$ cat src/hdl/but_pkg.sv
package but_pkg;
  // register byte offsets
  localparam logic [7:0] OFS_CTL0  = 8'h00;
  localparam logic [7:0] OFS_CTL1  = 8'h04;
  localparam logic [7:0] OFS_INTEN = 8'h0C;
  localparam logic [7:0] OFS_INTF  = 8'h10;
  localparam logic [7:0] OFS_SWEVG = 8'h14;
  localparam logic [7:0] OFS_CNTL  = 8'h24;
  localparam logic [7:0] OFS_PSC   = 8'h28;
  localparam logic [7:0] OFS_CARL  = 8'h2C;
  localparam logic [7:0] OFS_CARH  = 8'h30;
  localparam logic [7:0] OFS_DBG   = 8'h34;
  localparam logic [7:0] OFS_CNTH  = 8'hD0;
  // control field positions
  localparam int CEN_BIT   = 0;
  localparam int UPDATE_DISABLE_BIT = 1;
  localparam int UPS_BIT   = 2;
  localparam int SPM_BIT   = 3;
  localparam int RELOAD_SHADOW_ENABLE_BIT  = 7;
  localparam int FBE_BIT   = 11;
  localparam int UPDATE_DMA_ENABLE_BIT = 8;
  localparam int BKP_BIT   = 31;
  localparam logic [11:0] CTL0_MASK = 12'h88F;
  // reset values
  localparam logic [31:0] CAR_RST = 32'hFFFF_FFFF;
  localparam logic [31:0] ZERO32  = 32'h0000_0000;
  localparam logic [15:0] PSC_RST = 16'h0000;
  // trigger output source select
  typedef enum logic [2:0] {
    TRG_RESET  = 3'h0,
    TRG_ENABLE = 3'h1,
    TRG_UPDATE = 3'h2
  } but_trg_t;
  typedef struct packed {
    logic        flag_backup_enable;
    logic        reload_shadow_enable;
    logic        single_pulse_select;
    logic        update_source_select;
    logic        update_disable;
    logic        counter_enable;
  } but_ctl_t;
endpackage : but_pkg

$ cat src/hdl/but_presc.sv
module but_presc
(
  input  wire logic        pclk,
  input  wire logic        presetn,
  input  wire logic        run,
  input  wire logic        clr,
  input  wire logic [15:0] div,
  output logic             tick
);
  logic [15:0] cnt_r;
  logic [15:0] cnt_nxt;
  logic        tick_nxt;

  // counts timer clocks; tick once every div+1 clocks
  always_comb
  begin
    cnt_nxt  = cnt_r;
    tick_nxt = 1'b0;
    if (clr)
      cnt_nxt = 16'h0000;
    else if (run)
    begin
      if (cnt_r >= div)
      begin
        cnt_nxt  = 16'h0000;
        tick_nxt = 1'b1;
      end
      else
        cnt_nxt = cnt_r + 16'h0001;
    end
  end

  always_ff @(posedge pclk or negedge presetn)
  begin
    if (!presetn)
    begin
      cnt_r <= 16'h0000;
      tick  <= 1'b0;
    end
    else
    begin
      cnt_r <= cnt_nxt;
      tick  <= tick_nxt;
    end
  end
endmodule : but_presc

$ cat src/hdl/but_timer.sv
// Chosen here: the APB interface to the registers.
module but_timer #(
  parameter bit WIDE = 1'b0
)
(
  input  wire logic        pclk,
  input  wire logic        presetn,
  input  wire logic        psel,
  input  wire logic        penable,
  input  wire logic        pwrite,
  input  wire logic [7:0]  paddr,
  input  wire logic [31:0] pwdata,
  output logic [31:0]      prdata,
  output logic             pready,
  output logic             pslverr,
  input  wire logic        cpu_halted,
  output logic             irq,
  output logic             dma_req,
  output logic             trigger_output
);
  localparam int CW = WIDE ? 64 : 32;

  but_pkg::but_ctl_t ctl_r, ctl_nxt;
  logic [2:0]    trg_sel_r, trg_sel_nxt;
  logic          update_interrupt_enable_r, update_interrupt_enable_nxt;
  logic          update_dma_enable_r, update_dma_enable_nxt;
  logic          flag_r, flag_nxt;
  logic          hold_r, hold_nxt;
  logic [15:0]   psc_pre_r, psc_pre_nxt;
  logic [15:0]   psc_act_r, psc_act_nxt;
  logic [63:0]   car_pre_r, car_pre_nxt;
  logic [63:0]   car_act_r, car_act_nxt;
  logic [CW-1:0] cnt_r, cnt_nxt;
  logic [31:0]   prdata_nxt;
  logic          pready_nxt, pslverr_nxt;
  logic          irq_nxt, dma_nxt, trg_nxt;
  logic          wr, rd, ug, run, tick, ovf, upd, upd_req;
  logic [63:0]   car_use;

  function automatic logic hit(input logic [7:0] a);
    hit = (a == but_pkg::OFS_CTL0) || (a == but_pkg::OFS_CTL1) ||
          (a == but_pkg::OFS_INTEN) || (a == but_pkg::OFS_INTF) ||
          (a == but_pkg::OFS_SWEVG) || (a == but_pkg::OFS_CNTL) ||
          (a == but_pkg::OFS_PSC) || (a == but_pkg::OFS_CARL) ||
          (a == but_pkg::OFS_DBG) ||
          (WIDE && ((a == but_pkg::OFS_CARH) || (a == but_pkg::OFS_CNTH)));
  endfunction : hit

  function automatic logic [31:0] with_bkp(input logic [31:0] w);
    with_bkp = w;
    with_bkp[but_pkg::BKP_BIT] = ctl_r.flag_backup_enable & flag_r;
  endfunction : with_bkp

  // bus handshake: one wait state in each access phase (pready registered)
  assign wr  = psel & penable & pwrite & pready;
  assign rd  = psel & penable & ~pwrite & ~pready;
  assign ug  = wr && paddr == but_pkg::OFS_SWEVG && pwdata[0];
  assign run = ctl_r.counter_enable & ~(cpu_halted & hold_r);

  but_presc u_presc
  (
    .pclk    (pclk),
    .presetn (presetn),
    .run     (run),
    .clr     (ug),
    .div     (psc_act_r),
    .tick    (tick)
  );

  assign car_use = ctl_r.reload_shadow_enable ? car_act_r : car_pre_r;
  assign ovf     = tick && run && (64'(cnt_r) >= car_use);
  assign upd     = (ovf || ug) && !ctl_r.update_disable;
  assign upd_req = ctl_r.update_source_select ? (ovf && upd) : upd;

  always_comb
  begin
    ctl_nxt     = ctl_r;
    trg_sel_nxt = trg_sel_r;
    update_interrupt_enable_nxt    = update_interrupt_enable_r;
    update_dma_enable_nxt   = update_dma_enable_r;
    hold_nxt    = hold_r;
    psc_pre_nxt = psc_pre_r;
    car_pre_nxt = car_pre_r;
    psc_act_nxt = psc_act_r;
    car_act_nxt = car_act_r;
    cnt_nxt     = cnt_r;
    flag_nxt    = flag_r;
    prdata_nxt  = but_pkg::ZERO32;
    pready_nxt  = psel & penable & ~pready;
    pslverr_nxt = psel & penable & ~pready & ~hit(paddr);
    if (wr)
    begin
      case (paddr)
        but_pkg::OFS_CTL0:
        begin
          ctl_nxt.flag_backup_enable   = pwdata[but_pkg::FBE_BIT];
          ctl_nxt.reload_shadow_enable = pwdata[but_pkg::RELOAD_SHADOW_ENABLE_BIT];
          ctl_nxt.single_pulse_select  = pwdata[but_pkg::SPM_BIT];
          ctl_nxt.update_source_select = pwdata[but_pkg::UPS_BIT];
          ctl_nxt.update_disable       = pwdata[but_pkg::UPDATE_DISABLE_BIT];
          ctl_nxt.counter_enable       = pwdata[but_pkg::CEN_BIT];
        end
        but_pkg::OFS_CTL1:  trg_sel_nxt = pwdata[6:4];
        but_pkg::OFS_INTEN:
        begin
          update_interrupt_enable_nxt  = pwdata[0];
          update_dma_enable_nxt = pwdata[but_pkg::UPDATE_DMA_ENABLE_BIT];
        end
        but_pkg::OFS_INTF:  flag_nxt = flag_r & pwdata[0];
        but_pkg::OFS_DBG:   hold_nxt = pwdata[0];
        but_pkg::OFS_PSC:   psc_pre_nxt = pwdata[15:0];
        but_pkg::OFS_CARL:  car_pre_nxt[31:0] = pwdata;
        but_pkg::OFS_CARH:  car_pre_nxt[63:32] = pwdata;
        but_pkg::OFS_CNTL:
          if (WIDE)
            cnt_nxt[31:0] = pwdata;
          else
            cnt_nxt[30:0] = pwdata[30:0] | 31'(0);
        but_pkg::OFS_CNTH:
          if (WIDE)
            cnt_nxt[CW-1:CW-32] = pwdata;
        default: ;
      endcase
      if (!WIDE && paddr == but_pkg::OFS_CNTL && !ctl_r.flag_backup_enable)
        cnt_nxt[31] = pwdata[31];
      if (WIDE && paddr == but_pkg::OFS_CNTH && ctl_r.flag_backup_enable)
        cnt_nxt[CW-1] = cnt_r[CW-1];
    end
    if (rd)
    begin
      case (paddr)
        but_pkg::OFS_CTL0:  prdata_nxt = 32'(ctl_r.flag_backup_enable) << but_pkg::FBE_BIT
                                       | 32'(ctl_r.reload_shadow_enable) << but_pkg::RELOAD_SHADOW_ENABLE_BIT
                                       | 32'(ctl_r.single_pulse_select) << but_pkg::SPM_BIT
                                       | 32'(ctl_r.update_source_select) << but_pkg::UPS_BIT
                                       | 32'(ctl_r.update_disable) << but_pkg::UPDATE_DISABLE_BIT
                                       | 32'(ctl_r.counter_enable);
        but_pkg::OFS_CTL1:  prdata_nxt = {25'h0, trg_sel_r, 4'h0};
        but_pkg::OFS_INTEN: prdata_nxt = {23'h0, update_dma_enable_r, 7'h00, update_interrupt_enable_r};
        but_pkg::OFS_INTF:  prdata_nxt = {31'h0, flag_r};
        but_pkg::OFS_DBG:   prdata_nxt = {31'h0, hold_r};
        but_pkg::OFS_PSC:   prdata_nxt = {16'h0000, psc_pre_r};
        but_pkg::OFS_CARL:  prdata_nxt = car_pre_r[31:0];
        but_pkg::OFS_CARH:  prdata_nxt = WIDE ? car_pre_r[63:32] : but_pkg::ZERO32;
        but_pkg::OFS_CNTL:
          prdata_nxt = WIDE ? 32'(cnt_r) : with_bkp({1'b0, cnt_r[30:0]});
        but_pkg::OFS_CNTH:
          prdata_nxt = WIDE ? with_bkp({1'b0, 31'(64'(cnt_r) >> 32)}) : but_pkg::ZERO32;
        default:            prdata_nxt = but_pkg::ZERO32;
      endcase
    end
    if (ug)
      cnt_nxt = '0;
    else if (ovf)
      cnt_nxt = '0;
    else if (tick && run)
      cnt_nxt = cnt_r + 1'b1;
    if (upd)
    begin
      psc_act_nxt = psc_pre_nxt;
      car_act_nxt = car_pre_nxt;
      if (ctl_r.single_pulse_select)
        ctl_nxt.counter_enable = 1'b0;
    end
    if (upd_req)
      flag_nxt = 1'b1;
    irq_nxt = flag_nxt & update_interrupt_enable_nxt;
    dma_nxt = upd_req & update_dma_enable_r;
    case (but_trg_sel_cast(trg_sel_r))
      but_pkg::TRG_RESET:  trg_nxt = ug;
      but_pkg::TRG_ENABLE: trg_nxt = ctl_nxt.counter_enable;
      but_pkg::TRG_UPDATE: trg_nxt = upd;
      default:             trg_nxt = 1'b0;
    endcase
  end

  function automatic but_pkg::but_trg_t but_trg_sel_cast(input logic [2:0] s);
    but_trg_sel_cast = but_pkg::but_trg_t'(s);
  endfunction : but_trg_sel_cast

  always_ff @(posedge pclk or negedge presetn)
  begin
    if (!presetn)
    begin
      ctl_r          <= '0;
      trg_sel_r      <= 3'h0;
      update_interrupt_enable_r         <= 1'b0;
      update_dma_enable_r        <= 1'b0;
      flag_r         <= 1'b0;
      hold_r         <= 1'b0;
      psc_pre_r      <= but_pkg::PSC_RST;
      psc_act_r      <= but_pkg::PSC_RST;
      car_pre_r      <= {2{but_pkg::CAR_RST}};
      car_act_r      <= {2{but_pkg::CAR_RST}};
      cnt_r          <= '0;
      prdata         <= but_pkg::ZERO32;
      pready         <= 1'b0;
      pslverr        <= 1'b0;
      irq            <= 1'b0;
      dma_req        <= 1'b0;
      trigger_output <= 1'b0;
    end
    else
    begin
      ctl_r          <= ctl_nxt;
      trg_sel_r      <= trg_sel_nxt;
      update_interrupt_enable_r         <= update_interrupt_enable_nxt;
      update_dma_enable_r        <= update_dma_enable_nxt;
      flag_r         <= flag_nxt;
      hold_r         <= hold_nxt;
      psc_pre_r      <= psc_pre_nxt;
      psc_act_r      <= psc_act_nxt;
      car_pre_r      <= WIDE ? car_pre_nxt : {32'h0000_0000, car_pre_nxt[31:0]};
      car_act_r      <= WIDE ? car_act_nxt : {32'h0000_0000, car_act_nxt[31:0]};
      cnt_r          <= cnt_nxt;
      prdata         <= prdata_nxt;
      pready         <= pready_nxt;
      pslverr        <= pslverr_nxt;
      irq            <= irq_nxt;
      dma_req        <= dma_nxt;
      trigger_output <= trg_nxt;
    end
  end

  AST_UG_CLEARS: assert property (@(posedge pclk) disable iff (!presetn)
    ug |=> (cnt_r == '0)) else $error("counter not cleared by update generate");
  AST_FLAG_SET: assert property (@(posedge pclk) disable iff (!presetn)
    upd_req |=> flag_r) else $error("update flag not set");
  AST_UPDATE_DISABLE: assert property (@(posedge pclk) disable iff (!presetn)
    ctl_r.update_disable |-> !upd) else $error("update while disabled");
  AST_SPM_STOP: assert property (@(posedge pclk) disable iff (!presetn)
    (upd && ctl_r.single_pulse_select) |=> !ctl_r.counter_enable)
    else $error("single pulse did not stop");
  AST_HOLD: assert property (@(posedge pclk) disable iff (!presetn)
    (cpu_halted && hold_r && !ug && !wr) |=> $stable(cnt_r))
    else $error("counter moved in debug hold");
  AST_IRQ: assert property (@(posedge pclk) disable iff (!presetn)
    irq == (flag_r & update_interrupt_enable_r)) else $error("irq mismatch");
  AST_UPS: assert property (@(posedge pclk) disable iff (!presetn)
    (ctl_r.update_source_select && !ovf) |-> !upd_req)
    else $error("request from non-overflow source");
  AST_RELOAD: assert property (@(posedge pclk) disable iff (!presetn)
    upd |=> (psc_act_r == $past(psc_pre_nxt, 1)))
    else $error("prescaler not loaded on update");
  AST_DMA_ON: assert property (@(posedge pclk) disable iff (!presetn)
    (upd_req && update_dma_enable_r) |=> dma_req)
    else $error("dma request missing");
  AST_DMA_OFF: assert property (@(posedge pclk) disable iff (!presetn)
    !update_dma_enable_r |=> !dma_req)
    else $error("dma request while disabled");
  AST_OVF_WRAP: assert property (@(posedge pclk) disable iff (!presetn)
    (ovf && !ug) |=> (cnt_r == '0))
    else $error("counter did not restart after reload value");
  AST_COUNT_UP: assert property (@(posedge pclk) disable iff (!presetn)
    (tick && run && !ovf && !ug && !wr) |=> (cnt_r == $past(cnt_r) + 1'b1))
    else $error("counter did not step up");
  AST_NO_RUN: assert property (@(posedge pclk) disable iff (!presetn)
    (!run && !ug && !wr) |=> $stable(cnt_r))
    else $error("counter moved while stopped");
  AST_CAR_LOAD: assert property (@(posedge pclk) disable iff (!presetn)
    upd |=> (car_act_r[31:0] == 32'($past(car_pre_nxt))))
    else $error("reload not loaded on update");
  AST_PSC_HOLD: assert property (@(posedge pclk) disable iff (!presetn)
    !upd |=> (psc_act_r == $past(psc_act_r)))
    else $error("prescaler changed without update");
  AST_FLAG_CLR: assert property (@(posedge pclk) disable iff (!presetn)
    (wr && paddr == but_pkg::OFS_INTF && !pwdata[0] && !upd_req) |=> !flag_r)
    else $error("update flag not cleared");
  AST_BKP_OFF: assert property (@(posedge pclk) disable iff (!presetn)
    (rd && !WIDE && paddr == but_pkg::OFS_CNTL && !ctl_r.flag_backup_enable) |=> !prdata[31])
    else $error("backup bit set while backup off");
  AST_BKP_ON: assert property (@(posedge pclk) disable iff (!presetn)
    (rd && !WIDE && paddr == but_pkg::OFS_CNTL && ctl_r.flag_backup_enable && flag_r)
    |=> prdata[31]) else $error("backup bit not mirrored");
  AST_IRQ_OFF: assert property (@(posedge pclk) disable iff (!presetn)
    !update_interrupt_enable_nxt |=> !irq)
    else $error("irq while interrupt disabled");
  AST_TRG_UPD: assert property (@(posedge pclk) disable iff (!presetn)
    (trg_sel_r == 3'h2 && upd) |=> trigger_output)
    else $error("trigger missing on update");
endmodule : but_timer

$ cat config.mk
export PLATFORM = sky130hd
export DESIGN_NAME = but_timer
export DESIGN_NICKNAME = d
export VERILOG_FILES = /design/src/hdl/but_pkg.sv /design/src/hdl/but_presc.sv /design/src/hdl/but_timer.sv
export SDC_FILE = /design/constraint.sdc
export NUM_CORES = 1
export LEC_CHECK = 0
export ABC_AREA = 1
export BUFFER_PORTS_ARGS = -buffer_cell sky130_fd_sc_hd__buf_2
export CORE_UTILIZATION = 45
export CTS_CLUSTER_DIAMETER = 80
export DETAILED_ROUTE_END_ITERATION = 7
export MAX_ROUTING_LAYER = met4
export PLACE_DENSITY = 0.62
export SETUP_SLACK_MARGIN = 0.15
export SLEW_MARGIN = 30
export SYNTH_ARGS = -nofsm -noshare
export SYNTH_HDL_FRONTEND = slang
export SYNTH_HIERARCHICAL = 1
export SYNTH_SLANG_ARGS = --single-unit
export TNS_END_PERCENT = 10
$ cat constraint.sdc
create_clock -name pclk -period 4.1 [get_ports pclk]
set_clock_uncertainty 0.15 [all_clocks]
set_input_delay 0.615 -clock pclk [delete_from_list [all_inputs] [get_ports pclk]]
set_output_delay 0.615 -clock pclk [all_outputs]
set_load 0.03 [all_outputs]
Word-level counts from Yosys, hierarchy flattened
Index checks and enable logic that the tools add are counted.
Widths: inputs -> output; s select.
- RAM bits: 0
- latch bits: 0
- bits of input ports: 46
- output and inout bits: 37
- memories: 0
- logic and storage cells: 122
- bits in registers: 259
- bits in read-only memories: 0
- magnitude comparators: 2
- bitwise operators: 22
- equality and inequality tests: 10
- multiply operators: 0
- $add $sub $neg: 2
- divide/modulo/power cells: 0
- shift operators: 0
- mux-type cells: 30
- reduce and logical (&&, ||, !) cells: 30
- operator list (kind ; count):
    $pmux 32 s8 ; 1
    $mux 32 ; 7
    $mux 16 ; 5
    $ge 32x64->1 ; 1
    $mux 64 ; 1
    $add 32x1->32 const B ; 1
    $eq 8x6->1 const B ; 4
    $mux 31 ; 1
    $add 16x1->16 const B ; 1
    $eq 8x5->1 const B ; 2
    $ge 16x16->1 ; 1
    $mux 1 ; 14
    $and 1x1->1 ; 13
    $or 12x1->12 ; 1
    $or 12x2->12 ; 1
    $or 12x3->12 ; 1
    $or 12x4->12 ; 1
    $or 12x8->12 ; 1
    $reduce_and 2->1 ; 6
    $reduce_bool 4->1 ; 3
    $logic_or 1x1->1 ; 9
    $eq 8x3->1 const B ; 1
    $eq 8x4->1 const B ; 1
    $logic_not 8->1 ; 1
    other kinds (8) ; 18

Depth between registers and ports, before layout
Gate-level depths: netlist of run 1.
- depth in word-level cells: 11
- depth in mapped cells: 22
- depth with buffers taken out: 20

By module
Netlist of run 1, hierarchy kept.
- by module, submodules not included (module ; seq. area each (sq um) ; instances ; cells an instance ; area each (sq um)):
    but_timer ; 4560.6 ; 1 ; 1196 ; 9600.5
    but_presc ; 425.4 ; 1 ; 229 ; 1565.3

Least setup slack after synthesis of run 1
OpenSTA, ideal clock, no wires.
- kind: reg2reg
- from: register ctl_r[4] in the netlist's numbering
- to: register psc_act_r[0]
- data arrival time: 2.623 ns
- path buffers: 4
- clock period less this slack: 2.890 ns
- required time: 3.833 ns
- path slack: 1.210 ns
- library setup time: 0.117 ns
- stages on the path, launching flop included: 20
- path through: dfrtp_1 -> buf_2 -> buf_1 -> mux2i_1 -> ha_1 -> nand2_1 -> nor2_1 -> nand2_1 -> nor2_1 -> nand2_1 -> nand2_1 -> nor2_1 -> nand2_1 -> nand2_2 -> nand2_4 -> nand2_2 -> buf_6 -> buf_6 -> nand2_1 -> nand2_1
- word-level cells in the longest chain between the ends: 5
- ends and longest elaborated chain (what ; RTL line ; text):
    start, declared ; but_timer.sv:23 ; but_pkg::but_ctl_t ctl_r, ctl_nxt;
    start signal, assigned ; but_timer.sv:205 ; ctl_r <= ctl_nxt;
    $mux 64 ; but_timer.sv:70 ; assign car_use = ctl_r.reload_shadow_enable ? car_act_r : car_pre_r;
    $ge 32x64->1 ; but_timer.sv:71 ; assign ovf = tick && run && (64'(cnt_r) >= car_use);
    $logic_and 1x1->1 ; but_timer.sv:71 ;
    $logic_or 1x1->1 ; but_timer.sv:72 ; assign upd = (ovf || ug) && !ctl_r.update_disable;
    $logic_and 1x1->1 ; but_timer.sv:72 ;
    end signal, assigned ; but_timer.sv:192 ; psc_act_r <= but_pkg::PSC_RST;
    end signal, assigned ; but_timer.sv:212 ; psc_act_r <= psc_act_nxt;
    end, declared ; but_timer.sv:30 ; logic [15:0] psc_act_r, psc_act_nxt;
Every way passes these cells.
A chain may end at the register's enable or synchronous reset.

==> results.rst, run 1 <==
.. list-table::
   :header-rows: 1

   * - Metric
     - Value
   * - Run status
     - finished, final reports clean
   * - Internal power component
     - around 2.9 mW
   * - Area fraction of the dominant cell type after synthesis
     - 0.294
   * - Yosys warning total
     - 6
   * - Core ar.
     - 24300 sq um
   * - Iteration-0 DRC Markers
     - 822
   * - Ys flop type
     - dfrtp_1
   * - Antenna cells
     - 0
   * - Storage cell area
     - 4990 sq um
   * - Commonest cells in the synthesized netlist
     - 484 x nand2_1, 133 x inv_1, 131 x dfrtp_1
   * - Final hold violation count
     - 0
   * - I/O pin count
     - between 80 and 90
   * - Total half-perimeter wirelength after legalization and detailed placement
     - 23.1 mm
   * - Final Setup Violations
     - 0
   * - Count of buffers added by post-CTS timing repair for setup
     - 0
   * - Unique cell type count in the Yosys netlist
     - 50
   * - Total vias in the final route
     - 9714
   * - Number of port buffers
     - approximately 80
   * - Routability-driven placement congestion ratio
     - 0.946
   * - Final-layout setup total negative slack
     - 0 ps
   * - Wire length reported by the detailed router
     - 32.4 mm
   * - Number of synthesized register bits
     - 196
   * - Initial DRT Pass Iterations
     - 5
   * - Max Buffers Root-to-Sink
     - 2
   * - Ratio of cells with drive above 1 in the final layout
     - 0.161
   * - Leakage power of the design
     - 6.22 nW
   * - Die Span Y
     - 160 um
   * - Vias in the first global route
     - 9487
   * - Clock tree from TritonCTS
     - done
   * - # resized after CTS
     - 0
   * - Placed instance count
     - ~1.8k
   * - Register share of total power
     - 0.510
   * - CTS sink cnt
     - 196
   * - GRT overflow
     - 0
   * - Worst slack after detailed placement
     - 530 ps
   * - Clk network pwr share
     - 0.445
   * - Number of max-cap violations
     - 0
   * - Seq/Total Area, Yosys
     - 0.447
   * - Power density over cell area
     - 307 nW/um^2
   * - Largest net degree at the start of global routing
     - 105
   * - Initial antenna violation count
     - 0
   * - Syn Inst Count
     - 1425
   * - Combined area of all synthesized cells
     - between 10000 and 15000 sq um
   * - Number of nets still failing antenna checks after routing
     - 0
   * - Effective utilization at floorplan
     - 0.459
   * - Type of element launching the critical path
     - flop
   * - CTS HTree Levels
     - 4
   * - Number of CTS-inserted buffers
     - 17
   * - Cts hold-fix bufs
     - 0
   * - Layout Utilization
     - 0.511
   * - Maximum vdd ir drop
     - 0.248 mV
   * - Slew Limit Headroom
     - 0.408
   * - Final #Nets
     - approximately 1.6k
   * - Combinational fraction of design power
     - 0.045
   * - Count of flip-flops with a built-in enable after synthesis
     - 0
   * - X dimension of the die
     - 160 um
   * - Cell taking the most area after synthesis
     - dfrtp_1
   * - Setup ws final
     - a little over 500 ps
   * - Launch point of the critical path
     - ctl_r[4]
   * - Layout Cells excl Fill
     - between 1.5k and 2k
   * - Drt wl/cell
     - 17.7 um
   * - Area delta synth->final
     - 11.4%
   * - Wire length of the first global-routing pass
     - 52.2 mm
   * - Placed instance area
     - 11900 sq um
   * - Share of the clock period used by the worst path
     - 0.875
   * - Clk_lat worst skew
     - 450 ps
   * - Min-delay worst type
     - primary input to async pin
   * - Most frequent cell after synthesis
     - nand2_1
   * - Req. time, crit path
     - 4310 ps
   * - Post-synthesis area per instance
     - 7.84 sq um
   * - Overall track demand over capacity in global routing
     - 0.273
   * - Clock transition at the registers of the reported paths
     - 70 ps
   * - Category of the most critical setup path
     - flop to flop
   * - Synthesized net count
     - 1521
   * - Fill cell instance count of the final layout
     - 2392
   * - Fmax
     - 279 MHz
   * - Fraction of registers with async set/reset
     - 1.00
   * - Clock tree root driver cell
     - clkbuf_16
   * - Remaining design rule violation count
     - 0
   * - Vias per cell
     - roughly 5.3
   * - Combined area of the multi-input logic cells
     - between 5000 and 6000 sq um
   * - Count of final max-slew check failures
     - 0
   * - Final instance area
     - approximately 12000 sq um
   * - Post-route total power
     - 3.82 mW
   * - Switching power summed over all nets
     - between 0.9 and 1 mW
   * - Launching point of the worst reg2reg path
     - ctl_r[4]
   * - CP Max Fanout
     - 31
   * - Worst Setup End Kind
     - flop
   * - Worst path arrival time
     - about 3800 ps
   * - Hold WS
     - 121 ps
   * - Die ar.
     - 25400 sq um
   * - Standard-cell row count
     - 57
   * - Transition time of the tightest slew-check pin
     - 888 ps
   * - Cell types with the largest area share after synthesis
     - dfrtp_1 29%, nand2_1 16%, dfstp_2 15%
   * - Switching part of the total power
     - 0.250
   * - RSZ-0062 raised after global routing
     - false
   * - Final period demand of the worst path
     - 3590 ps
power groups by stage:
| stage | combinational [mW] | sequential, mW | clock [mW] |
|---|---|---|---|
| 3_5_place_dp | 0.175 | 1.98 | 0 |
| 5_1_grt | 0.196 | 1.95 | 1.80 |
| 2_1_floorplan | 0.0682 | 1.99 | 0 |
| 6_report | 0.174 | 1.95 | 1.70 |
| 3_3_place_gp | 0.174 | 1.98 | 0 |
| 4_1_cts | 0.176 | 1.95 | 1.73 |
layer usage:
metal	global-route usage	wire [um]	share of wire	vias to the layer above
met5	-	0	0	-
met4	0.0765	718	0.022	0
met3	0.0557	2150	0.067	48
met2	0.433	15200	0.47	291
met1	0.353	14300	0.44	4621
li1	-	-	-	4754
flip-flops by register name (all words and copies together), names as in the netlist, 3 cells and up:
name,cells
prdata,32
trg_sel_r,3
ctl_r,6
u_presc/cnt_r,16
cnt_r,32
psc_pre_r,16
car_pre_r,33
car_act_r,32
psc_act_r,16
cell families (layout without fill, tap and decap cells):
logic type | Yosys count | count (layout) | share of synthesized area
other | 1 | 1 | 0.000336
muxes | 28 | 28 | 0.0251
and+or+nand+nor | 738 | 738 | 0.283
DFF | 196 | 196 | 0.447
adders and majority gates | 50 | 50 | 0.0560
xor gates and xnor gates | 28 | 28 | 0.0220
buffers and inverters | 198 | 279 | 0.0742
AOI/OAI and AO/OA | 186 | 186 | 0.0926
critical path, cell delays in order, from the launching register on:
cell and delay (ps):
dfrtp_2 850, buf_4 350, mux2i_1 210, ha_1 250, a21oi_1 140, nor2_1 50, nor2_1 120, nand2_1 70
nand2_1 50, nand2_1 50, nand2_1 60, nand2_1 70, nand2_2 110, nand2_4 240, nor2_2 150, buf_4 360
nand2_1 110, o21ai_1 80
path summary, 6_finish.rpt:
| kind | to | slack, ps | cells after the start |
|---|---|---|---|
| max | cnt_r[4] | 510 | 17 |
| min | pready | 120 | 1 |
| max reg2reg | cnt_r[4] | 510 | 17 |
| min reg2reg | car_act_r[19] | 310 | 2 |
| max in group asynchronous | car_pre_r[13] | 2590 | 2 |
| min in group pclk | car_pre_r[25] | 260 | 3 |
cells in the final DEF, fill, tap and decap left out, types with 31 or more instances in the layout:
master and count:
nor2_1 80, dfstp_2 65, nand3_1 86, nand2_1 484, nand4_1 31, o21ai_0 50
a21oi_1 40, buf_2 81, o21ai_1 62, dfrtp_1 130, ha_1 50, inv_1 133
cell type report:
type	count	area share
clock buffers	19	0.0356
clock inverters	13	0.0115
inverters	146	0.0441
multi-input cells	1031	0.430
flip-flops and latches	196	0.401
well taps	324	0.0326
repair buffers	101	0.0452
No activity file was read; power rests on OpenSTA's default activity.
==> run 2, diff against run 1 <==
--- a/config.mk
+++ b/config.mk
@@ -10,12 +10,12 @@
 export CORE_UTILIZATION = 45
 export CTS_CLUSTER_DIAMETER = 80
 export DETAILED_ROUTE_END_ITERATION = 7
+export HOLD_SLACK_MARGIN = 0.03
 export MAX_ROUTING_LAYER = met4
 export PLACE_DENSITY = 0.62
 export SETUP_SLACK_MARGIN = 0.15
 export SLEW_MARGIN = 30
 export SYNTH_ARGS = -nofsm -noshare
 export SYNTH_HDL_FRONTEND = slang
-export SYNTH_HIERARCHICAL = 1
 export SYNTH_SLANG_ARGS = --single-unit
 export TNS_END_PERCENT = 10
==> results.rst, run 2 <==
.. list-table::
   :header-rows: 1

   * - Metric
     - Value
   * - Initial antenna violation count
     - 0 (unchanged)
   * - Leakage power of the design
     - 5.91 nW (-5.0%)
   * - Area delta synth->final
     - 12.0%
   * - Register share of total power
     - 0.505 (-0.005)
   * - Standard-cell row count
     - 56 (-1.8%)
   * - Most common library cell in the layout ignoring fill and taps
     - nand2_1
   * - Total half-perimeter wirelength after legalization and detailed placement
     - 21.4 mm (-7.4%)
   * - Cells along the critical path
     - mux2i_1, ha_1, nand4_1, nor3_1, and3_1, nand2_1, nand2_1, nand2_1, nand2_4, nand2_4, buf_12, nor2_1, a21oi_1
   * - Run status
     - finished, final reports clean
   * - Final Setup Violations
     - 0 (unchanged)
   * - Number of port buffers
     - 82 (unchanged)
   * - Ys flop type
     - dfrtp_1
   * - Slew Limit Headroom
     - 0.431 (+0.0222)
   * - Initial DRT Pass Iterations
     - 6 (+1)
   * - Wire length of the first global-routing pass
     - 48.8 mm (-6.6%)
   * - Maximum vdd ir drop
     - 0.307 mV (+24%)
   * - CP Max Fanout
     - 47 (+52%)
   * - Number of CTS-inserted buffers
     - 17 (unchanged)
   * - Sum of buffers and inverters on the critical path
     - 1 (-1)
   * - Effective utilization at floorplan
     - 0.462 (+0.00273)
   * - Number of max-cap violations
     - 0 (unchanged)
   * - Cell taking the most area after synthesis
     - dfrtp_1
   * - Launch point of the critical path
     - ctl_r[4]
   * - Fraction of registers with async set/reset
     - 1.00 (unchanged)
   * - Core ar.
     - 23700 sq um (-2.6%)
   * - Area fraction of the dominant cell type after synthesis
     - 0.300 (+0.00611)
   * - Top library cells by usage in the layout, fill and taps aside
     - 368 x nand2_1, 130 x dfrtp_1, 124 x inv_1
   * - CP most frequent cell
     - nand2_1
   * - Worst path arrival time
     - 3890 ps (+90 ps)
   * - Number of synthesized register bits
     - 196 (unchanged)
   * - Clock transition at the registers of the reported paths
     - 80 ps (about the same)
   * - Final-layout setup total negative slack
     - 0 ps (unchanged)
   * - Count of buffers added by post-CTS timing repair for setup
     - 0 (unchanged)
   * - Length in cells of the worst reg-to-reg path
     - 13 (-4)
   * - Worst flop-to-flop path endpoint
     - psc_act_r[12]
   * - Total vias in the final route
     - 9230 (-5.0%)
   * - Antenna cells
     - 0 (unchanged)
   * - Iteration-0 DRC Markers
     - 635 (-23%)
   * - Synthesized net count
     - 1428 (-6.1%)
   * - Transition time of the tightest slew-check pin
     - 853 ps (-34.3 ps)
   * - Die Span Y
     - 158 um (-1.0%)
   * - Wire length reported by the detailed router
     - 29.9 mm (-7.5%)
   * - Yosys warning total
     - 0 (-6)
   * - Seq/Total Area, Yosys
     - 0.456 (+0.00930)
   * - Switching part of the total power
     - 0.260 (+0.0104)
   * - Critical path's slowest cell
     - dfrtp_4
   * - Routability-driven placement congestion ratio
     - 0.874 (-7.6%)
   * - Share of the clock period used by the worst path
     - 0.906 (+0.0312)
   * - Largest register FFs
     - 33 (unchanged)
   * - Combinational fraction of design power
     - 0.066 (+0.021)
   * - Syn Inst Count
     - 1332 (-6.5%)
   * - Worst stage delay on the critical path
     - 840 ps (about the same)
   * - Placed instance count
     - 1700 (-5.5%)
   * - Fmax
     - 269 MHz (-3.4%)
   * - Clk_lat worst skew
     - 450 ps (about the same)
   * - Clock tree from TritonCTS
     - done
   * - Vias in the first global route
     - 9075 (-4.3%)
   * - Overall track demand over capacity in global routing
     - 0.264 (-0.00856)
   * - Layout Cells excl Fill
     - 1732 (-5.4%)
   * - Cts hold-fix bufs
     - 0 (unchanged)
   * - Largest net degree at the start of global routing
     - 100 (-4.8%)
   * - Internal power component
     - 2.94 mW (+2.4%)
   * - CTS sink cnt
     - 196 (unchanged)
   * - Worst slack after detailed placement
     - 202 ps (-328 ps)
   * - Combined area of all synthesized cells
     - 10900 sq um (-2.0%)
   * - Worst Setup End Kind
     - flop
   * - X dimension of the die
     - 158 um (-1.0%)
   * - Number of nets still failing antenna checks after routing
     - 0 (unchanged)
   * - Unique cell type count in the Yosys netlist
     - 46 (-8.0%)
   * - Cell types with the largest area share after synthesis
     - dfrtp_1 30%, dfstp_2 16%, nand2_1 13%
   * - Clock tree root driver cell
     - clkbuf_16
   * - Setup ws final
     - 384 ps (-128 ps)
   * - Slack of the worst reg-to-reg path
     - 380 ps (-130 ps)
   * - I/O pin count
     - 83 (unchanged)
   * - Vias per cell
     - 5.33 (+0.39%)
   * - GRT overflow
     - 0 (unchanged)
   * - Launching point of the worst reg2reg path
     - ctl_r[4]
   * - Commonest cells in the synthesized netlist
     - 368 x nand2_1, 131 x dfrtp_1, 124 x inv_1
   * - Ratio of cells with drive above 1 in the final layout
     - 0.184 (+0.0233)
   * - # resized after CTS
     - 0 (unchanged)
   * - Family of cells with the greatest summed delay on the critical path
     - simple AND/OR/NAND/NOR gates
   * - Die ar.
     - 24900 sq um (-2.0%)
   * - Drt wl/cell
     - 17.3 um (-2.3%)
   * - Power density over cell area
     - 324 nW/um^2 (+5.5%)
   * - Req. time, crit path
     - 4270 ps (-40 ps)
   * - Remaining design rule violation count
     - 0 (unchanged)
   * - Max Buffers Root-to-Sink
     - 2 (unchanged)
   * - Final hold violation count
     - 0 (unchanged)
   * - Hold WS
     - 74.4 ps (-47.0 ps)
   * - Final #Nets
     - 1496 (-5.9%)
   * - Layout Utilization
     - 0.517 (+0.00562)
   * - Fill cell instance count of the final layout
     - 2288 (-4.3%)
   * - RSZ-0062 raised after global routing
     - false
   * - Most frequent cell after synthesis
     - nand2_1
   * - Post-synthesis area per instance
     - 8.21 sq um (+4.8%)
   * - Switching power summed over all nets
     - 1.03 mW (+8.2%)
   * - Count of flip-flops with a built-in enable after synthesis
     - 0 (unchanged)
   * - Clk network pwr share
     - 0.429 (-0.016)
   * - CTS HTree Levels
     - 4 (unchanged)
   * - Min-delay worst type
     - primary input to async pin
   * - Category of the most critical setup path
     - flop to flop
   * - Count of final max-slew check failures
     - 0 (unchanged)
   * - Type of element launching the critical path
     - flop
   * - Final period demand of the worst path
     - 3720 ps (+128 ps)
   * - Register with the highest flop count
     - car_pre_r
run 2: layout make-up:
cell class	count	area, sq um	share of cell area
Sequential cell	196	4990	0.407
Clock buffer	20	447	0.0365
Multi-Input combinational cell	957	5200	0.424
Timing Repair Buffer	98	577	0.0471
Tap cell	319	399	0.0326
Inverter	130	490	0.0400
Clock inverter	12	148	0.0121
run 2: logic make-up (layout without fill, tap and decap cells):
kind of cell,count (synthesis),in the layout,synth area share
xor+xnor,27,27,0.0216
buf+inv,179,260,0.0691
mux,27,27,0.0248
compound gates,220,220,0.119
other cells,1,1,0.000343
simple gates,632,632,0.253
fa+ha+maj,50,50,0.0572
flops,196,196,0.456
run 2: worst max-delay path by stage:
stage | slack, ps | to | depth (start not counted)
5_1_grt | 190 | psc_act_r[13] | 13
2_1_floorplan | 1180 | psc_act_r[10] | 15
4_1_cts | 190 | psc_act_r[7] | 13
3_5_place_dp | 200 | psc_act_r[15] | 13
6_report | 380 | psc_act_r[12] | 13
3_3_place_gp | 310 | psc_act_r[1] | 13
run 2: through the flow:
step                area (sq um)  total power [mW]
CTS                        12200              4.00
finish                     12200              3.97
floorplan                  10900              2.18
detailed placement         11600              2.30
global placement           11600              2.30
global route               12200              4.11
run 2: layer usage:
layer  up-vias  GRT usage  wire (um)
met5         -          -          0
met4         0     0.0661        426
met3        26     0.0397       1400
met2       254      0.433      14400
met1      4426      0.342      13700
li1       4524          -          -
run 2: power groups by stage:
stage / clock network [mW] / logic [mW] / registers, mW
CTS: 1.73 / 0.266 / 2.00
global placement: 0 / 0.261 / 2.04
finish: 1.70 / 0.263 / 2.00
global route: 1.80 / 0.302 / 2.01
floorplan: 0 / 0.146 / 2.03
detailed placement: 0 / 0.264 / 2.04
